`config.mk`:
```
export PLATFORM = sky130hd
export DESIGN_NAME = rzf_reserved_zero_field
export DESIGN_NICKNAME = d
export VERILOG_FILES = /design/src/include/rzf_pkg.sv /design/src/hdl/rzf_reserved_zero_field.sv
export VERILOG_INCLUDE_DIRS = /design/src /design/src/include
export SDC_FILE = /design/constraint.sdc
export NUM_CORES = 1
export LEC_CHECK = 0
export ABC_AREA = 1
export BUFFER_PORTS_ARGS = -buffer_cell sky130_fd_sc_hd__buf_2
export CORE_AREA = 5 5 42 44
export DETAILED_ROUTE_END_ITERATION = 12
export DIE_AREA = 0 0 47 49
export GPL_TIMING_DRIVEN = 0
export PLACE_DENSITY = 0.75
export SKIP_CTS_REPAIR_TIMING = 1
export SLEW_MARGIN = 40
export SYNTH_ARGS = -nofsm -noshare
export SYNTH_HDL_FRONTEND = slang
export SYNTH_SLANG_ARGS = --single-unit
```
`constraint.sdc`:
```
create_clock -name sys_clk_in -period 0.8 [get_ports sys_clk_in]
set_clock_uncertainty 0.05 [all_clocks]
set_input_delay 0.04 -clock sys_clk_in [delete_from_list [all_inputs] [get_ports sys_clk_in]]
set_output_delay 0.04 -clock sys_clk_in [all_outputs]
set_load 0.005 [all_outputs]
```
`src/include/rzf_cfg.svh`:
```
// constants for the reserved-zero field logic
`ifndef RZF_CFG_SVH
`define RZF_CFG_SVH

// ********************************************************************
// field geometry
// ********************************************************************
`define RZF_WIDTH          8
// bits built in the hardwired form: read zero, writes discarded
`define RZF_HARDWIRED_MASK 8'h0f
// bits built in the writable form, reserved in every context
`define RZF_ALWAYS_MASK    8'h30
// writable bits that are reserved only while the context says so
`define RZF_CTX_MASK       8'hc0
// all bits with storage behind them
`define RZF_STORED_MASK    8'hf0

// ********************************************************************
// reset values
// ********************************************************************
`define RZF_RESET_VAL      8'ha0
`define RZF_ZERO           8'h00

`endif

```
`src/include/rzf_pkg.sv`:
```
// types shared by the reserved-zero field logic
`include "rzf_cfg.svh"

package rzf_pkg;

   // one register's worth of field bits
   typedef logic [`RZF_WIDTH-1:0] rzf_field_t;

   // kind of write presented by the register port
   typedef enum logic
   {
      RZF_WR_INDIRECT = 1'b0,
      RZF_WR_DIRECT   = 1'b1
   } rzf_wr_kind_t;

endpackage : rzf_pkg

```
`src/hdl/rzf_reserved_zero_field.sv`:
```
// reserved-zero field storage and read-back for one register
// Notes on behaviour
// - a hardwired reserved bit always reads as zero.
// - write data aimed at a hardwired reserved bit is thrown away.
// - an indirect write clears a writable reserved bit to zero.
// - a writable reserved bit reads back its last successful write.
// - before any write a writable reserved bit reads its reset value.
// - a direct write updates the storage behind a writable bit.
// - stored reserved values, by the previous cycle's context, never reach the core's working view.
// - each field picks hardwired or writable form on its own.
// - a context-reserved bit is cleared by an indirect write there.
// - a context-reserved bit keeps its value across contexts.
`timescale 1ns/1ps
`include "rzf_cfg.svh"

module rzf_reserved_zero_field
(
   input  wire logic                 sys_clk_in,
   input  wire logic                 rst_n_in,
   input  wire logic                 wr_strobe_in,
   input  wire logic                 wr_direct_in,
   input  wire rzf_pkg::rzf_field_t  wr_data_in,
   input  wire logic                 rd_strobe_in,
   input  wire logic                 ctx_reserved_in,
   output logic                      rd_valid_out,
   output rzf_pkg::rzf_field_t       rd_data_out,
   output rzf_pkg::rzf_field_t       core_field_out
);

   // ********************************************************************
   // helpers
   // ********************************************************************

   // bits that are reserved under the given context
   function automatic rzf_pkg::rzf_field_t reserved_mask
   (
      input logic ctx
   );
      reserved_mask = ctx ? (`RZF_ALWAYS_MASK | `RZF_CTX_MASK)
                          : `RZF_ALWAYS_MASK;
   endfunction : reserved_mask

   // ********************************************************************
   // storage behind the writable bits
   // ********************************************************************

   rzf_pkg::rzf_field_t   store_q;
   rzf_pkg::rzf_field_t   store_d;
   rzf_pkg::rzf_wr_kind_t wr_kind;
   rzf_pkg::rzf_field_t   clear_mask;

   // direct/indirect flag from the port, typed for clarity
   assign wr_kind = rzf_pkg::rzf_wr_kind_t'(wr_direct_in);

   // next stored value; only stored bits ever load, so hardwired ones
   // only ever hold zero in store_q and no write can leave a trace there
   always_comb
   begin
      clear_mask = reserved_mask(ctx_reserved_in);
      store_d    = store_q;
      if (wr_strobe_in)
      begin
         case (wr_kind)
            rzf_pkg::RZF_WR_DIRECT:
            begin
               // direct write loads every stored bit
               store_d = wr_data_in & `RZF_STORED_MASK;
            end
            rzf_pkg::RZF_WR_INDIRECT:
            begin
               // reserved bits go to zero, defined ones take the data
               store_d = wr_data_in & `RZF_STORED_MASK
                         & ~clear_mask;
            end
            default:
            begin
               store_d = store_q;
            end
         endcase
      end
      store_d = store_d & ~`RZF_HARDWIRED_MASK;
   end

   // register the storage; no write means the value simply holds,
   // whichever context the register is used in
   always_ff @(posedge sys_clk_in)
   begin
      if (!rst_n_in)
         store_q <= `RZF_RESET_VAL & `RZF_STORED_MASK;
      else
         store_q <= store_d;
   end

   // ********************************************************************
   // read port and core view
   // ********************************************************************

   logic                rd_valid_d;
   rzf_pkg::rzf_field_t rd_data_d;
   rzf_pkg::rzf_field_t core_field_d;

   // read returns stored bits as held before any same-cycle write;
   // the core sees only bits that are defined in the current cycle's context
   always_comb
   begin
      rd_valid_d   = rd_strobe_in;
      rd_data_d    = `RZF_ZERO;
      if (rd_strobe_in)
         rd_data_d = store_q & ~`RZF_HARDWIRED_MASK;
      core_field_d = store_d & ~reserved_mask(ctx_reserved_in)
                     & ~`RZF_HARDWIRED_MASK;
   end

   // outputs straight from flops
   always_ff @(posedge sys_clk_in)
   begin
      if (!rst_n_in)
      begin
         rd_valid_out   <= 1'b0;
         rd_data_out    <= `RZF_ZERO;
         core_field_out <= `RZF_ZERO;
      end
      else
      begin
         rd_valid_out   <= rd_valid_d;
         rd_data_out    <= rd_data_d;
         core_field_out <= core_field_d;
      end
   end
endmodule : rzf_reserved_zero_field

```
==> summary.md <==
| Metric | Value |
|---|---|
| Synthesized instance count | `between 50 and 60` |
| Total CTS buffers | `3` |
| Starting DRC count in detailed routing | `3` |
| Slew Viols, Final | `0` |
| Hold path start | `wr_data_in[7]` |
| Largest net degree at the start of global routing | `7` |
| Root buf cell | `clkbuf_4` |
| CORE AREA | `around 0.0014 sq mm` |
| Worst-skew pair later-pin latency | `0.26 ns` |
| Antenna violations before repair | `0` |
| Nets@finish | `101` |
| Post-Route WL | `between 800 and 900 um` |
| CTS tree | `built` |
| Net Sw Frac | `between 20% and 30%` |
| DRC | `0` |
| Cell-internal power | `0.860 mW` |
| Die H | `49 um` |
| Vias | `387` |
| Post-Syn Area per Cell | `approximately 8.4 sq um` |
| Crit path required time | `0.71 ns` |
| Antenna Violating Nets Remaining | `0` |
| CP max-delay cell | `dfxtp_1` |
| Port Buf Inserts | `16` |
| Predominant post-synthesis flop cell | `dfxtp_1` |
| Io pins | `31` |
| Clock share of power | `32.1%` |
| Family with the most delay on the worst path | `flip-flops` |
| Max Cap Viol | `0` |
| Leakage | `0.372 nW` |
| Setup crit end kind | `output pin` |
| Clock transition at path regs | `around 0.07 ns` |
| GRT Util Overall | `8.05%` |
| Highest clock rate | `1.32 GHz` |
| Crit path setup slack, layout | `0.0414 ns` |
| Vias per Instance | `around 3.8` |
| Filler cells | `between 100 and 150` |
| Unique cell type count in the Yosys netlist | `13` |
| Number of global-route vias before repair | `351` |
| Setup Viol. Count Final | `0` |
| Final period utilization | `94.8%` |
| Async SR Flop Fraction | `0%` |
| Worst hold path type | `primary input to register` |
| Worst r2r src | `store_q[6]` |
| Top post-synthesis cells by area | `dfxtp_1 (50%), buf_4 (17%), inv_1 (6.0%)` |
| Reg power frac | `52.6%` |
| ANT cells | `0` |
| Fin. Hold Viols | `0` |
| Switching power total | `0.249 mW` |
| Die W | `47 um` |
| Finished Cell Area | `647 sq um` |
| Pwr Total | `1.11 mW` |
| Routed WL per cell | `8.77 um` |
| Period minus WS final | `0.759 ns` |
| Worst hold margin | `0.0173 ns` |
| Worst vdd ir | `about 0.55 mV` |
| CP max stage delay | `0.29 ns` |
| TritonRoute pass-1 iters | `4` |
| Cell area after synthesis | `437 sq um` |
| WP data arrival | `~0.67 ns` |
| RePlAce Congestion | `0.732` |
| Layout cells sized above 1 | `39.5%` |
| Area growth syn-to-layout | `48.1%` |
| Site Rows | `14` |
| CTS Buffer Depth | `2` |
| # clock sinks | `11` |
| Cell with the most instances after synthesis | `dfxtp_1` |
| Initial Util | `31.2%` |
| Number of synthesized flops with an enable pin | `0` |
| Placed cell area | `571 sq um` |
| Combinational fraction of design power | `15.2%` |
| Setup WS pre-CTS | `0.0712 ns` |
| Nature of the critical path startpoint | `register` |
| Yosys warning total | `0` |
| Yosys top cell by area | `dfxtp_1` |
| Crit-path cells | `buf_2` |
| DIE AREA | `0.00230 sq mm` |
| Pwr/cell area | `1720 mW/mm^2` |
| R2r setup slk | `0.06 ns` |
| Outcome | `finished, final reports clean` |
| H-tree depth | `1` |
| WP buf/inv | `1` |
| Largest fanout on the critical path | `1` |
| RSZ-0062 raised after global routing | `yes` |
| Share of the synthesized area in the top cell type | `roughly 50%` |
| CP Class | `register to output pin` |
| Total congestion overflow | `0` |
| Most frequent cells after synthesis | `dfxtp_1 (11), buf_4 (10), inv_1 (7), nand2_1 (7)` |
| Seq/Total Area, Yosys | `50.4%` |
| Crit path from | `core_field_out[7]` |
| Register bit total from synthesis | `11` |
| First-pass GRT wire length | `1.28 mm` |
| Dpl hpwl | `approximately 700 um` |
-- path summary, 6_finish.rpt --
check	cells past startpoint	endpoint
max	1	core_field_out[7]
min	3	store_q[7]
max reg2reg	4	core_field_out[6]
min reg2reg	2	rd_data_out[7]
-- flip-flops by register name, summed over array words and instances (netlist names) --
register	flops
rd_valid_out	1
core_field_out	2
rd_data_out	4
store_q	4
-- area by class of cell --
cell class | instances | area (sq um) | area share, %
clock buffer | 4 | 26.3 | 4.06
multi-input combinational | 31 | 141 | 21.9
timing repair buffer | 21 | 130 | 20.1
sequential | 11 | 220 | 34.0
buffer | 10 | 75.1 | 11.6
tap | 16 | 20.0 | 3.09
inverter | 9 | 33.8 | 5.22
-- through the flow --
stage	utilization [%]	TNS, ns	std cells
final	46.2	0	102
after floorplan	-	0	61
after global placement	40.7	0	93
after detailed placement	40.7	0	93
after global routing	46.2	-0.0118	102
after CTS	42.6	0	97
-- metal layers --
layer / vias up / wire length [um] / track usage [%]
met2: 15 / 502 / 12.4
met4: 0 / 13 / 8.29
li1: 205 / - / -
met3: 2 / 89 / 3.69
met1: 165 / 289 / 6.86
met5: - / 0 / 0
-- worst reg2reg max path: stages (launching register included) --
cell	delay (ns)
dfxtp_1	0.31
inv_1	0.05
a21oi_2	0.12
nand2_1	0.08
nor2_2	0.07
-- cell usage in the layout, fill, tap and decap left out --
cell           netlist  final
nand2_1              7      7
a21oi_2              2      2
buf_4               10     10
clkbuf_1             0      1
conb_1               1     10
buf_2                0     16
clkbuf_4             0      3
nor2_1               4      4
inv_1                7      7
dfxtp_1             11     11
dlygate4sd3_1        0      5
inv_2                2      2
nand3_1              4      4
or2_0                1      1
nor2_2               1      1
a21oi_1              1      1
o211ai_1             1      1
-- power by group through the flow --
stage                     clock network [mW]  logic [mW]  registers [mW]
after detailed placement                   0       0.147           0.596
after global placement                     0       0.145           0.595
after global routing                   0.409       0.191           0.586
after CTS                              0.377       0.148           0.584
after floorplan                            0      0.0915           0.598
final                                  0.357       0.169           0.584
-- cell families after synthesis --
kind of cell | after synthesis | share of synthesized area [%]
AO/OA/AOI/OAI | 4 | 6.88
buffers and inverters | 19 | 24.9
flip-flops | 11 | 50.4
other | 1 | 0.859
AND/OR/NAND/NOR | 17 | 16.9
Note: power is estimated with default switching activity, not from simulation.
